### src/hdl/cid_pkg.sv
// constants, field layouts and types of the core instruction decoder
// ==========================================================================
// What this block does
// (RULE1) one 14-bit word carries opcode and every operand
// (RULE2) ordinary instructions take one cycle; both call forms take two
// (RULE3) subroutine return, literal return and interrupt return take two
// (RULE4) jumps and branches take two cycles; a taken skip also takes two
// (RULE5) indirect port with pointer aimed at program memory adds one cycle
// (RULE6) one instruction cycle is four oscillator cycles
// (RULE7) file operations read the register first, even when only writing
// (RULE8) destination bit zero writes working register, one writes the file
// (RULE9) file operand is a 7-bit address 0x00 to 0x7f in the bank
// (RULE10) one-bit operand picks pointer pair zero or one
// (RULE11) add and subtract forms update carry, digit carry and zero
// (RULE12) logic and move forms update zero only; move-to-file, swap none
// (RULE13) rotates touch carry; shifts touch carry and zero
// (RULE14) increment, decrement set zero; skip forms skip on zero result
// (RULE15) bit clear and bit set pick one of eight bits, no flags
// (RULE16) bit tests skip when the bit matches, no flags
// (RULE17) literal add, subtract, logic and move with the working register
// (RULE18) literal to page latch and to bank select, no flags
// (RULE19) don't-care opcode bits are ignored
// (RULE20) zero means result zero; carry from bit 7, digit carry bit 3
package cid_pkg;
	// ======================================================================
	// register map, byte offsets
	localparam logic [7:0] CID_OFF_INSTR  = 8'h00;
	localparam logic [7:0] CID_OFF_FILE   = 8'h04;
	localparam logic [7:0] CID_OFF_WORK   = 8'h08;
	localparam logic [7:0] CID_OFF_STATUS = 8'h0c;
	localparam logic [7:0] CID_OFF_CTRL   = 8'h10;
	localparam logic [7:0] CID_OFF_RESULT = 8'h14;
	localparam logic [7:0] CID_OFF_LATCH  = 8'h18;
	localparam logic [7:0] CID_OFF_COUNT  = 8'h1c;
	// ======================================================================
	// status bit positions
	localparam int CID_C_BIT  = 0;
	localparam int CID_DC_BIT = 1;
	localparam int CID_Z_BIT  = 2;
	// ======================================================================
	// instruction fields
	localparam int CID_IW      = 14;
	localparam int CID_D_POS   = 7;
	localparam int CID_IND_MAX = 1;
	localparam logic [1:0] CID_CYC_ONE   = 2'h1;
	localparam logic [1:0] CID_CYC_TWO   = 2'h2;
	localparam logic [1:0] CID_QTR_LAST  = 2'h3;
	localparam logic [2:0] CID_BANK_PFX  = 3'h1;
	localparam logic [7:0] CID_OP_RETURN = 8'h08;
	localparam logic [7:0] CID_OP_RETFI  = 8'h09;
	localparam logic [7:0] CID_OP_CALL_VIA_WORK  = 8'h0a;
	localparam logic [7:0] CID_OP_BRW    = 8'h0b;
	localparam int CID_CNT_W = 16;
	// ======================================================================
	// types
	typedef enum logic {CID_IDLE, CID_RUN} cid_fsm_type;
	typedef struct packed {
		logic [7:0] res;
		logic       to_work;
		logic       to_file;
		logic [2:0] flag_we;
		logic [2:0] flags;
		logic       skip;
		logic [1:0] cycles;
		logic       bank_we;
		logic       page_we;
		logic       reads_file;
	} cid_exec_type;
	typedef struct packed {
		cid_fsm_type          fsm;
		logic [1:0]           phase;
		logic [1:0]           left;
		logic                 done;
		logic [7:0]           addr;
		logic                 rd_pend;
		logic                 wr_pend;
		logic                 ready;
		logic                 resp;
		logic [31:0]          rdata;
		logic [CID_IW-1:0]    instr;
		logic [7:0]           work;
		logic [7:0]           file;
		logic [2:0]           status;
		logic [1:0]           ptr_msb;
		logic [4:0]           bank;
		logic [6:0]           page;
		cid_exec_type         last;
		logic [CID_CNT_W-1:0] count;
	} cid_state_type;
endpackage

### src/hdl/cid_decoder.sv
// instruction decoder and timer with an ahb-lite register slave
`timescale 1ns/1ns
module cid_decoder
	import cid_pkg::*;
(
	input  wire  logic        hclk,
	input  wire  logic        hresetn,
	input  wire  logic        hsel,
	input  wire  logic [31:0] haddr,
	input  wire  logic [1:0]  htrans,
	input  wire  logic        hwrite,
	input  wire  logic [2:0]  hsize,
	input  wire  logic [31:0] hwdata,
	input  wire  logic        hready,
	output logic              hreadyout,
	output logic              hresp,
	output logic [31:0]       hrdata,
	output logic              exec_done
);
	// ======================================================================
	// arithmetic helper: {digit carry, carry, sum}
	function automatic logic [9:0] add_c(
		input logic [7:0] a,
		input logic [7:0] b,
		input logic       cin
	);
		logic [8:0] full;
		logic [4:0] low;
		full = {1'b0, a} + {1'b0, b} + {8'h00, cin};
		low  = {1'b0, a[3:0]} + {1'b0, b[3:0]} + {4'h0, cin};
		add_c = {low[4], full[8], full[7:0]}; // see (RULE20)
	endfunction

	// ======================================================================
	// one whole instruction worked out from its word and present state
	function automatic cid_exec_type decode(
		input logic [CID_IW-1:0] iw,
		input logic [7:0]        w,
		input logic [7:0]        fv,
		input logic [2:0]        st,
		input logic [1:0]        msb
	);
		cid_exec_type e;
		logic [9:0]   s;
		logic         d;
		logic         cin;
		logic [2:0]   bp;
		logic [7:0]   k;
		logic         arith;
		e     = '0;
		s     = '0;
		arith = 1'b0;
		d     = iw[CID_D_POS];
		cin   = st[CID_C_BIT];
		bp    = iw[9:7];
		k     = iw[7:0];
		e.cycles = CID_CYC_ONE; // see (RULE2)
		case (iw[13:12]) // see (RULE1)
		2'b00: begin
			e.reads_file = 1'b1; // see (RULE7)
			e.to_work    = ~d; // see (RULE8)
			e.to_file    = d;
			e.res        = fv;
			case (iw[11:8])
			4'h7: begin
				s     = add_c(w, fv, 1'b0); // see (RULE11)
				arith = 1'b1;
			end
			4'h2: begin
				s     = add_c(fv, ~w, 1'b1); // see (RULE11)
				arith = 1'b1;
			end
			4'h5: e.res = w & fv; // see (RULE12)
			4'h4: e.res = w | fv;
			4'h6: e.res = w ^ fv;
			4'h9: e.res = ~fv;
			4'h8: e.res = fv;
			4'he: e.res = {fv[3:0], fv[7:4]};
			4'hd: begin
				e.res = {fv[6:0], cin}; // see (RULE13)
				e.flags[CID_C_BIT]   = fv[7];
				e.flag_we[CID_C_BIT] = 1'b1;
			end
			4'hc: begin
				e.res = {cin, fv[7:1]}; // see (RULE13)
				e.flags[CID_C_BIT]   = fv[0];
				e.flag_we[CID_C_BIT] = 1'b1;
			end
			4'ha, 4'hf: e.res = fv + 8'h01; // see (RULE14)
			4'h3, 4'hb: e.res = fv - 8'h01;
			4'h1: begin
				e.res        = 8'h00;
				e.reads_file = d; // clear-work touches no file
			end
			4'h0: begin
				e.res = w;
				if (!d) begin
					e.reads_file = 1'b0;
					e.to_work    = 1'b0;
					if (iw[7:5] == CID_BANK_PFX) begin
						e.bank_we = 1'b1; // see (RULE18)
						e.res     = {3'h0, iw[4:0]};
					end else if (k == CID_OP_RETURN || k == CID_OP_RETFI ||
						k == CID_OP_CALL_VIA_WORK || k == CID_OP_BRW) begin
						e.cycles = CID_CYC_TWO; // see (RULE2) (RULE3) (RULE4)
					end
				end
			end
			default: e.res = fv;
			endcase
			if (iw[11:8] == 4'hb || iw[11:8] == 4'hf)
				e.skip = (e.res == 8'h00); // see (RULE14)
			else if (arith || iw[11:8] == 4'h5 || iw[11:8] == 4'h4 ||
				iw[11:8] == 4'h6 || iw[11:8] == 4'h9 ||
				iw[11:8] == 4'h8 || iw[11:8] == 4'h1 ||
				iw[11:8] == 4'ha || iw[11:8] == 4'h3)
				e.flag_we[CID_Z_BIT] = 1'b1; // see (RULE12) (RULE14)
		end
		2'b01: begin
			e.reads_file = 1'b1; // see (RULE7)
			e.res        = fv;
			case (iw[11:10])
			2'b00: begin
				e.res[bp] = 1'b0; // see (RULE15)
				e.to_file = 1'b1;
			end
			2'b01: begin
				e.res[bp] = 1'b1; // see (RULE15)
				e.to_file = 1'b1;
			end
			2'b10: e.skip = ~fv[bp]; // see (RULE16)
			default: e.skip = fv[bp];
			endcase
		end
		2'b10: e.cycles = CID_CYC_TWO; // see (RULE2) (RULE4)
		default: begin
			e.to_work = 1'b1; // see (RULE17)
			e.res     = k;
			case (iw[11:8])
			4'he: begin
				s     = add_c(w, k, 1'b0);
				arith = 1'b1;
			end
			4'hc: begin
				s     = add_c(k, ~w, 1'b1);
				arith = 1'b1;
			end
			4'h9: e.res = w & k;
			4'h8: e.res = w | k;
			4'ha: e.res = w ^ k;
			4'h0: e.res = k;
			4'h4: e.cycles = CID_CYC_TWO; // see (RULE3)
			4'h2, 4'h3: begin
				e.to_work = 1'b0;
				e.cycles  = CID_CYC_TWO; // see (RULE4)
			end
			4'h1: begin
				e.to_work = 1'b0;
				e.page_we = iw[7]; // see (RULE18)
				e.res     = {1'b0, iw[6:0]};
			end
			4'hd, 4'hb, 4'h7, 4'h5, 4'h6: begin
				e.reads_file = 1'b1; // see (RULE7)
				e.to_work    = ~d; // see (RULE8)
				e.to_file    = d;
				case (iw[11:8])
				4'hd: begin
					s     = add_c(w, fv, cin); // see (RULE11)
					arith = 1'b1;
				end
				4'hb: begin
					s     = add_c(fv, ~w, cin); // see (RULE11)
					arith = 1'b1;
				end
				4'h7: begin
					e.res = {fv[7], fv[7:1]}; // see (RULE13)
					e.flags[CID_C_BIT] = fv[0];
				end
				4'h5: begin
					e.res = {fv[6:0], 1'b0};
					e.flags[CID_C_BIT] = fv[7];
				end
				default: begin
					e.res = {1'b0, fv[7:1]};
					e.flags[CID_C_BIT] = fv[0];
				end
				endcase
				e.flag_we[CID_C_BIT] = 1'b1;
				e.flag_we[CID_Z_BIT] = 1'b1;
			end
			default: e.to_work = 1'b0; // pointer forms not decoded here
			endcase
			if (arith || iw[11:8] == 4'h9 || iw[11:8] == 4'h8 ||
				iw[11:8] == 4'ha)
				e.flag_we[CID_Z_BIT] = 1'b1; // see (RULE17)
		end
		endcase
		if (arith) begin
			e.res                 = s[7:0];
			e.flags[CID_C_BIT]    = s[8]; // see (RULE20)
			e.flags[CID_DC_BIT]   = s[9];
			e.flag_we[CID_C_BIT]  = 1'b1;
			e.flag_we[CID_DC_BIT] = 1'b1;
		end
		e.flags[CID_Z_BIT] = (e.res == 8'h00); // see (RULE20)
		if (e.skip)
			e.cycles = CID_CYC_TWO; // see (RULE4)
		// addresses 0 and 1 are the indirect ports, picked by the low bit
		if (e.reads_file && iw[6:0] <= 7'(CID_IND_MAX) && msb[iw[0]])
			e.cycles = e.cycles + CID_CYC_ONE; // see (RULE5) (RULE10)
		decode = e;
	endfunction

	// ======================================================================
	// state
	cid_state_type s_reg;
	cid_state_type s_next;
	cid_exec_type  ex_start;
	cid_exec_type  ex_end;
	logic          accept;
	logic          idle;

	assign accept = hsel & htrans[1] & hready;
	assign idle   = (s_reg.fsm == CID_IDLE);

	always_comb begin
		ex_start = decode(hwdata[CID_IW-1:0], s_reg.work, s_reg.file,
			s_reg.status, s_reg.ptr_msb);
		ex_end   = decode(s_reg.instr, s_reg.work, s_reg.file,
			s_reg.status, s_reg.ptr_msb);
	end

	always_comb begin
		s_next      = s_reg;
		s_next.done = 1'b0;
		// ==================================================================
		// execution timing, four clocks per instruction cycle
		if (!idle) begin
			s_next.phase = s_reg.phase + 2'h1; // see (RULE6)
			if (s_reg.phase == CID_QTR_LAST) begin
				s_next.left = s_reg.left - 2'h1;
				if (s_reg.left == CID_CYC_ONE) begin
					s_next.fsm   = CID_IDLE;
					s_next.done  = 1'b1;
					s_next.last  = ex_end;
					s_next.count = s_reg.count + 16'h0001;
					if (ex_end.to_work)
						s_next.work = ex_end.res; // see (RULE8)
					if (ex_end.to_file)
						s_next.file = ex_end.res; // see (RULE8)
					if (ex_end.bank_we)
						s_next.bank = ex_end.res[4:0];
					if (ex_end.page_we)
						s_next.page = ex_end.res[6:0];
					for (int i = 0; i < 3; i++)
						if (ex_end.flag_we[i])
							s_next.status[i] = ex_end.flags[i];
				end
			end
		end
		// ==================================================================
		// bus write data phase; state registers are locked while running
		if (s_reg.wr_pend) begin
			s_next.wr_pend = 1'b0;
			if (idle) begin
				case (s_reg.addr)
				CID_OFF_INSTR: begin
					s_next.instr = hwdata[CID_IW-1:0]; // see (RULE1) (RULE19)
					s_next.fsm   = CID_RUN;
					s_next.phase = 2'h0;
					s_next.left  = ex_start.cycles;
				end
				CID_OFF_FILE:   s_next.file    = hwdata[7:0];
				CID_OFF_WORK:   s_next.work    = hwdata[7:0];
				CID_OFF_STATUS: s_next.status  = hwdata[2:0];
				CID_OFF_CTRL:   s_next.ptr_msb = hwdata[1:0];
				default: s_next.wr_pend = 1'b0;
				endcase
			end
		end
		// ==================================================================
		// read data phase: one wait state so a read sees a prior write
		if (s_reg.rd_pend) begin
			s_next.rd_pend = 1'b0;
			s_next.ready   = 1'b1;
			case (s_reg.addr)
			CID_OFF_INSTR:  s_next.rdata = {18'h0, s_reg.instr};
			CID_OFF_FILE:   s_next.rdata = {24'h0, s_reg.file};
			CID_OFF_WORK:   s_next.rdata = {24'h0, s_reg.work};
			CID_OFF_STATUS: s_next.rdata = {29'h0, s_reg.status};
			CID_OFF_CTRL:   s_next.rdata = {30'h0, s_reg.ptr_msb};
			CID_OFF_RESULT: s_next.rdata = {15'h0, ~idle,
				3'h0, s_reg.last.cycles, s_reg.last.skip,
				s_reg.last.to_file, s_reg.last.to_work,
				s_reg.last.res};
			CID_OFF_LATCH:  s_next.rdata = {9'h0, s_reg.page,
				3'h0, s_reg.bank, 1'b0, s_reg.instr[6:0]}; // see (RULE9)
			CID_OFF_COUNT:  s_next.rdata = {16'h0, s_reg.count};
			default:        s_next.rdata = 32'h0000_0000;
			endcase
		end
		// ==================================================================
		// address phase
		if (accept) begin
			s_next.addr    = {haddr[7:2], 2'h0};
			s_next.wr_pend = hwrite;
			s_next.rd_pend = ~hwrite;
			if (!hwrite)
				s_next.ready = 1'b0;
		end
	end

	always_ff @(posedge hclk or negedge hresetn) begin
		if (!hresetn) begin
			s_reg       <= '0;
			s_reg.ready <= 1'b1;
			s_reg.fsm   <= CID_IDLE;
		end else begin
			s_reg <= s_next;
		end
	end

	assign hreadyout = s_reg.ready;
	assign hresp     = s_reg.resp;
	assign hrdata    = s_reg.rdata;
	assign exec_done = s_reg.done;
endmodule

### config.mk
export PLATFORM = sky130hd
export DESIGN_NAME = cid_decoder
export DESIGN_NICKNAME = d
export VERILOG_FILES = /design/src/hdl/cid_pkg.sv /design/src/hdl/cid_decoder.sv
export SDC_FILE = /design/constraint.sdc
export NUM_CORES = 1
export LEC_CHECK = 0
export BUFFER_PORTS_ARGS = -buffer_cell sky130_fd_sc_hd__buf_4
export CORE_MARGIN = 4
export CORE_UTILIZATION = 50
export DETAILED_ROUTE_END_ITERATION = 12
export PLACE_DENSITY = 0.72
export SLEW_MARGIN = 20
export SYNTH_ARGS = -nofsm -noshare
export SYNTH_HDL_FRONTEND = slang
export SYNTH_SLANG_ARGS = --single-unit
### constraint.sdc
create_clock -name hclk -period 3.4 [get_ports hclk]
set_input_delay 0.68 -clock hclk [delete_from_list [all_inputs] [get_ports hclk]]
set_output_delay 0.68 -clock hclk [all_outputs]
set_load 0.02 [all_outputs]
Word level (Yosys, flattened, before mapping). Cells that the tools add are included.

Flip-flop bits (word level): 123. Bits in latches: 0. RAM bits: 0. Memory bits (read-only): 0. Output and inout port bits: 35. Memories kept: 0.

Add/sub/neg operators: 23. Multiply operators: 0. Div/mod/pow operators: 0. Order comparisons: 7. Equal/unequal tests: 56. Shift operators: 0. Mux-type cells: 112. Bitwise operators: 19. Reductions and logical operators: 56.

Operator list (number): 23-bit one-hot mux with 8 select lines (1); 8-bit one-hot mux with 11 select lines (2); 8-bit 2-to-1 mux (9); 8-bit by 4-bit == test with 1-bit output (second input constant) (8); 4-bit == test (second input constant) (15); 10-bit one-hot mux with 2 select lines (3); 19-bit 2-to-1 mux (3); 8-bit one-hot mux with 3 select lines (2); 21-bit 2-to-1 mux (2); 8-bit one-hot mux with 5 select lines (1); 1-bit 2-to-1 mux (37); 8-bit by 8-bit adder with 9-bit output (4); 4-bit by 3-bit == test with 1-bit output (second input constant) (8); 8-bit logical NOT (4); 1-bit one-hot mux with 2 select lines (15); 10-bit one-hot mux with 3 select lines (1); 2-bit 2-to-1 mux (14); 8-bit AND (3); 6-bit by 3-bit == test with 1-bit output (second input constant) (4); 8-bit NOT (3); 8-bit bitwise OR (3); 2-bit OR reduction (11); 3-bit 2-to-1 mux (7); 4-bit by 4-bit adder with 5-bit output (4); 40 further kinds (109).

Depth between registers and ports, before layout. Gate-level depths: netlist (run 1).

Depth after elaboration: 22. Mapped depth: 15. Depth with buffers taken out: 14.

Worst setup path after synthesis (run 1). Ideal clock, no wire load.

Path type: register to register. Start point: register s_reg[58] (netlist name). End point: register s_reg[52] (netlist name). Data arrival time: 3.225 ns. Data required time: 3.276 ns. Path slack: 0.051 ns. Cell stages (with the launch flop): 14. Buffers on the path: 2. Path through: dfrtp_1 -> clkbuf_1 -> inv_1 -> ha_1 -> buf_6 -> nor2b_4 -> or2_2 -> o41ai_1 -> o31a_1 -> nand4b_1 -> xnor2_1 -> a2111oi_0 -> a21oi_1 -> a211o_1.

RTL lines: from (decl) (line cid_decoder.sv:216) `cid_state_type s_reg;`; from (signal assigned) (line cid_decoder.sv:319) `s_reg <= s_next;`.

==> summary.md, run 1 <==
| Metric | Value |
|---|---|
| Final setup fails | 1 |
| Asr flop ratio synth | 100% |
| Maxcap violations | 0 |
| Nets | 1,666 |
| Final Skew | ~14 ps |
| Logic pwr share | 68.5% |
| CP cell instances | xnor2_1 -> a2bb2o_1 -> a32oi_1 -> a21oi_1 -> o41ai_1 -> o32ai_4 -> nand4_1 -> nor4_2 -> a31o_1 |
| Final wirelength | around 47,000 µm |
| Yosys top cell area share | 25.2% |
| Vias in the first global route | 11,700 |
| Largest net degree at the start of global routing | 47 |
| CP Class | reg -> reg |
| Reg2Reg Setup Slack | -120 ps |
| Status | complete, but fails checks |
| Switch share | approximately half |
| H-tree levels | 4 |
| Cell variety after synth | 101 |
| Via count | between 10,000 and 15,000 |
| Post-DR vias/cell | 6.88 |
| Final global-route overflow total | 0 |
| CTS tree | yes |
| Clock Tree Root | clkbuf_16 |
| Mapped Avg Cell Area | 8.10 µm² |
| Final Hold Viols | 0 |
| Row count | 54 |
| Worst-Margin Slew | 892 ps |
| Period utilisation layout | 103% |
| CP Launch Type | flop |
| Hold Buf Count CTS | 0 |
| Clock-pin slew on the worst setup and hold paths | approximately 70 ps |
| Mux share of post-synthesis cell area | 6.32% |
| First-pass iteration count of the detailed router | 7 |
| PD cells | around 840 nW/µm² |
| Die X-Extent | 158 µm |
| RSZ-0062 raised after global routing | yes |
| Worst setup margin | -119 ps |
| Post-synthesis instance area | 11,200 µm² |
| YS warnings | 0 |
| Largest delay share family, worst path | compound AO/OA/AOI/OAI gates |
| Number of diodes | 0 |
| Core ar. | roughly 22,000 µm² |
| Post-synthesis simple-gate area fraction | 20.6% |
| WL/cell | 25.6 µm |
| Synth Area in XOR/XNOR | under 10% |
| Crit path DAT | 3870 ps |
| Area delta synth->final | 21.6% |
| P_leak | 5.91 nW |
| Flops & latches, synth | roughly 110 |
| Sequential area share after synthesis | 25.4% |
| Largest family of logic cells by synthesized area | compound AO/OA/AOI/OAI gates |
| Cell Int Power | roughly 0.0058 W |
| Clk buf depth | 2 |
| Antenna violations before repair | 1 |
| CP required | 3750 ps |
| Post-Syn Instances | 1,386 |
| Post-synth EDFFs | 0 |
| Yosys top cell by area | dfrtp_1 |
| DP Worst Slack | -190 ps |
| Crit-path max cell delay | 770 ps |
| CP Buf/Inv Count | 0 |
| Post-DP HPWL | between 30,000 and 40,000 µm |
| Synth Area in Compound Gates | ~28% |
| CTS sink count | 114 |
| Synth Area in Adders | around 7.0% |
| Max Slew Vio Count | 0 |
| Top cells by area, synth | dfrtp_1 (25%), ha_1 (6.2%), a21oi_1 (4.5%), o21ai_0 (4.1%), nand2_1 (3.9%) |
| Final GP Congestion | 1.18 |
| Worst-Skew Late Latency | around 420 ps |
| # IOs | 109 |
| GRT Resource Usage Total | 37.2% |
| Worst min path class | in -> async |
| DRT iter0 DRCs | 1,862 |
| Share of layout cells above drive strength 1 | 26.6% |
| Switching power | 0.00571 W |
| Final min period | approximately 3500 ps |
| Post-route ant nets | 0 |
| Starting density of the core | about half |
| Sequential share of power | 16.6% |
| Most used DFF post-synth | dfrtp_1 |
| Crit. End Element | flop |
| Max reg flops | 89 |
| Port bufs | 50 |
| Slowest stage cell, crit path | xnor2_1 |
| Worst-path maximum fanout | 13 |
| Clock network fraction of total power | 14.8% |
| VDD IR max | 0.661 mV |
| Die height | 158 µm |
| Drt drc | 0 |
| Most common cell in the synthesized netlist | nand2_1 |
| Total negative setup slack | -119 ps |
| Max-slew headroom | 40.1% |
| First-pass GRT wire length | ~70,000 µm |
| DIE AREA | 24,900 µm² |
| Commonest cells post-synth | nand2_1 (117), dfrtp_1 (113), nor2_1 (111) |
| CTS buffer count | 17 |
| Top achievable clock speed | approximately 280 MHz |
| Failing checks | setup timing |
per-stage QoR:
| stage | util (%) | instance area, µm² | total power (W) | std cells | hold slack (ps) |
|---|---|---|---|---|---|
| floorplan | - | 11300 | 0.00614 | 1395 | 384 |
| global placement | 58.1 | 12800 | 0.00891 | 1785 | 462 |
| detailed placement | 58.1 | 12800 | 0.00901 | 1785 | 471 |
| CTS | 61.0 | 13400 | 0.0108 | 1817 | 295 |
| global route | 62.2 | 13700 | 0.0120 | 1825 | 323 |
| finish | 62.2 | 13700 | 0.0115 | 1825 | 283 |
worst paths after layout:
check / start / to / depth (start not counted)
worst max-delay path: s_reg[79]$_DFFE_PN0P_ / s_reg[54]$_DFF_PN0_ / 9
worst min-delay path: hresetn / hrdata[18]$_DFFE_PN0P_ / 1
worst max register to register: s_reg[79]$_DFFE_PN0P_ / s_reg[54]$_DFF_PN0_ / 9
worst min register to register: s_reg[15]$_DFFE_PN0P_ / s_reg[15]$_DFFE_PN0P_ / 1
max in group asynchronous: hresetn / hreadyout$_DFF_PN1_ / 2
min in group hclk: hwrite / s_reg[120]$_DFF_PN0_ / 2
final cells by class:
| class | count | area [µm²] |
|---|---|---|
| Clock inverter | 14 | 121 |
| Inverter | 64 | 244 |
| Timing Repair Buffer | 254 | 1960 |
| Fill cell | 1907 | 8310 |
| Sequential cell | 114 | 2870 |
| Clock buffer | 18 | 439 |
| Multi-Input combinational cell | 1081 | 7670 |
| Tap cell | 280 | 350 |
per-layer routing:
layer / global-route usage, % / part of all wire [%]
met1: 49.8 / 38
met2: 56.1 / 42
met3: 8.12 / 13
met4: 20.3 / 7.2
met5: 0 / 0.028
cell families (layout without fill, tap and decap cells):
family          Yosys count  count (layout)
xor+xnor                 44              44
flops                   114             114
compound gates          456             456
simple gates            449             449
fa+ha+maj                60              60
mux                      62              62
other cells               1              10
buf+inv                 200             350
power by group through the flow:
stage,Combinational (W),Sequential [W],Clock [W]
2_1_floorplan,0.00429,0.00185,0
3_3_place_gp,0.00702,0.00189,0
3_5_place_dp,0.00710,0.00191,0
4_1_cts,0.00722,0.00189,0.00172
5_1_grt,0.00827,0.00194,0.00178
6_report,0.00789,0.00192,0.00171
cell usage in the layout, fill, tap and decap left out, types with 8 or more instances in the layout:
cell and instances:
nor3_1 27, conb_1 10, clkbuf_16 17, a21o_1 10, inv_1 55, a211oi_1 16, nor2_1 111, dfrtp_1 106
buf_4 249, a21oi_1 97, mux2_2 31, and3_1 11, o21ai_0 87, nor4_1 10, o211ai_1 10, a31oi_1 33
and2_1 8, nand3_1 46, ha_1 50, xnor2_1 33, nand2_1 117, a221oi_1 15, nand2b_1 24, o221ai_1 11
mux2i_1 25, a22o_1 8, a22oi_1 22, o22ai_1 12, nor2b_1 14, nand4_1 13
repair_timing:
action	CTS	global route
setup buffers	0	8
resized for setup	10	54
setup endpoints to repair	8	28
pin swaps	2	19
Note: power is estimated with default switching activity, not from simulation.
==> run 2: changes to the inputs <==
PLACE_DENSITY = 0.69   (was 0.72)
clock period = 4.2 ns   (was 3.4 ns; I/O delays follow)
==> run 2 against run 1 <==
Net effect:
- largest power group unchanged
- first-iteration DRC count fell by 17%
- sequential cell count unchanged
- the flow now finishes without violations
- hold slack improved by 200 ps
- clock-buffer cell count shrank 1
- via count is 6.6% lower
- sequential share of layout area is 1.9 points higher
- non-clock buffer count fell by 120
- core utilization decreased by 5.3 points
- global-route usage shrank 1.1 points
- total power fell by 28%
==> summary.md, run 2 (same netlist as run 1, synthesis figures left out) <==
| Metric | Value |
|---|---|
| Status | complete, no violations |
| Post-route insts no fill | 1,705 (-6.6%) |
| Largest net degree at the start of global routing | 61 (+30%) |
| Top achievable clock speed | 243 MHz (-14%) |
| Crit path DAT | 4410 ps (+540 ps) |
| CP Buf/Inv Count | 4 (+4) |
| # resized after CTS | 0 (-10) |
| Final Cell Area | 12,500 µm² (-8.5%) |
| Most frequent cells in the layout | buf_4 (130), nand2_1 (117), nor2_1 (110) |
| Crit. End Element | flop |
| Die X-Extent | 158 µm (unchanged) |
| # IOs | 109 (unchanged) |
| Slowest stage cell, crit path | dfrtp_1 |
| Clock Tree Root | clkbuf_16 |
| Reg2reg path depth | 15 (+6) |
| DIE AREA | 24,900 µm² (unchanged) |
| Post-route ant nets | 0 (unchanged) |
| Worst-Skew Late Latency | 420 ps (about the same) |
| Hold Buf Count CTS | 0 (unchanged) |
| Drt drc | 0 (unchanged) |
| Clk buf depth | 2 (unchanged) |
| PD cells | 665 nW/µm² (-21%) |
| Clock-pin slew on the worst setup and hold paths | 60 ps (about the same) |
| Post-DR vias/cell | 6.88 (about the same) |
| CTS tree | yes |
| Area after DPL | 11,900 µm² (-6.6%) |
| WL/cell | 26.3 µm (+2.8%) |
| CP required | 4500 ps (+750 ps) |
| Final global-route overflow total | 0 (unchanged) |
| Core ar. | 22,000 µm² (unchanged) |
| Setup repair bufs after CTS | 0 (unchanged) |
| VDD IR max | 0.366 mV (-45%) |
| Vias in the first global route | 10,900 (-7.6%) |
| Reg2reg end | s_reg[54]$_DFF_PN0_ |
| Post-DP HPWL | 32,800 µm (-5.6%) |
| CP Launch Type | flop |
| Most frequent cell on the critical path | inv_1 |
| Reg2Reg Setup Slack | 90 ps (+210 ps) |
| CTS sink count | 114 (unchanged) |
| Worst min path class | in -> async |
| Final Hold Slack | 478 ps (+195 ps) |
| Inst Count DP | 1,673 (-6.3%) |
| P_leak | 5.29 nW (-11%) |
| Share of layout cells above drive strength 1 | 17.1% (-9.5 points) |
| RSZ-0062 raised after global routing | no |
| Maxcap violations | 0 (unchanged) |
| Nets | 1,546 (-7.2%) |
| Util after Layout | 56.9% (-5.3 points) |
| Antenna violations before repair | 0 (-1) |
| First-pass GRT wire length | 68,000 µm (-3.4%) |
| Final Skew | 9.61 ps (-4.04 ps) |
| Commonest non-fill, non-tap cell in the layout | buf_4 |
| CP Class | reg -> reg |
| Die height | 158 µm (unchanged) |
| Worst-path maximum fanout | 7 (-6) |
| Largest delay share family, worst path | compound AO/OA/AOI/OAI gates |
| CTS buffer count | 17 (unchanged) |
| Via count | 11,700 (-6.6%) |
| H-tree levels | 4 (unchanged) |
| Starting density of the core | 51.2% (unchanged) |
| Reg-to-reg startpoint | s_reg[63]$_DFF_PN0_ |
| Final wirelength | 44,900 µm (-4.0%) |
| Final Hold Viols | 0 (unchanged) |
| CP cell instances | inv_1 -> ha_1 -> inv_1 -> fa_1 -> o21ai_0 -> ha_1 -> inv_1 -> nor4_1 -> a211oi_1 -> o21ai_0 -> a21oi_1 -> a221oi_1 -> buf_4 -> nor4_1 -> a31o_1 |
| Critical Path Start | s_reg[63]$_DFF_PN0_ |
| Period utilisation layout | 97.9% (-5.6 points) |
| Row count | 54 (unchanged) |
| Total negative setup slack | 0 ps (+119 ps) |
| DRT iter0 DRCs | 1,538 (-17%) |
| Final setup fails | 0 (-1) |
| Max-slew headroom | 26.4% (-14 points) |
| Area delta synth->final | 11.2% |
| Crit-path max cell delay | 600 ps (-170 ps) |
| Worst-Margin Slew | 1100 ps (+208 ps) |
| Final GP Congestion | 1.10 (-6.0%) |
| GRT Resource Usage Total | 36.1% (-1.1 points) |
| Max Slew Vio Count | 0 (unchanged) |
| Max reg flops | 89 (unchanged) |
| Port bufs | 50 (unchanged) |
| First-pass iteration count of the detailed router | 7 (unchanged) |
| Final min period | 4110 ps (+591 ps) |
## run 2: metal layers
layer	share of wire, %	wire [µm]	track usage [%]
met3	11	4930	7.55
met1	41	18400	51.0
met2	44	19700	54.0
met5	0	0	0
met4	4.2	1890	14.7
## run 2: per-stage QoR
stage | power (W) | setup WS [ps]
finish | 0.00831 | 90.2
global route | 0.00872 | 56.8
CTS | 0.00812 | 295
detailed placement | 0.00671 | 334
global placement | 0.00668 | 349
floorplan | 0.00497 | 851
## run 2: worst max path at each step
stage	endpoint	cells past startpoint	slack [ps]
3_3_place_gp	s_reg[54]$_DFF_PN0_	15	350
4_1_cts	s_reg[54]$_DFF_PN0_	13	290
6_report	s_reg[54]$_DFF_PN0_	15	90
5_1_grt	s_reg[54]$_DFF_PN0_	13	60
3_5_place_dp	s_reg[54]$_DFF_PN0_	13	330
2_1_floorplan	s_reg[52]$_DFF_PN0_	13	850
## run 2: layout make-up
class,instances,area [µm²]
fill,2057,9470
multi-input combinational,1081,7420
sequential,114,2860
timing repair buffer,134,1060
clock buffer,17,425
tap,280,350
inverter,64,240
clock inverter,14,131
antenna,1,2.50
## run 2: power by group
part | switching [W] | leakage (nW) | total, W | internal (W)
clock | 0.000565 | 0.263 | 0.00138 | 0.000817
combinational | 0.00343 | 3.59 | 0.00539 | 0.00195
sequential | 0.000231 | 1.44 | 0.00154 | 0.00131
total | 0.00423 | 5.29 | 0.00831 | 0.00408
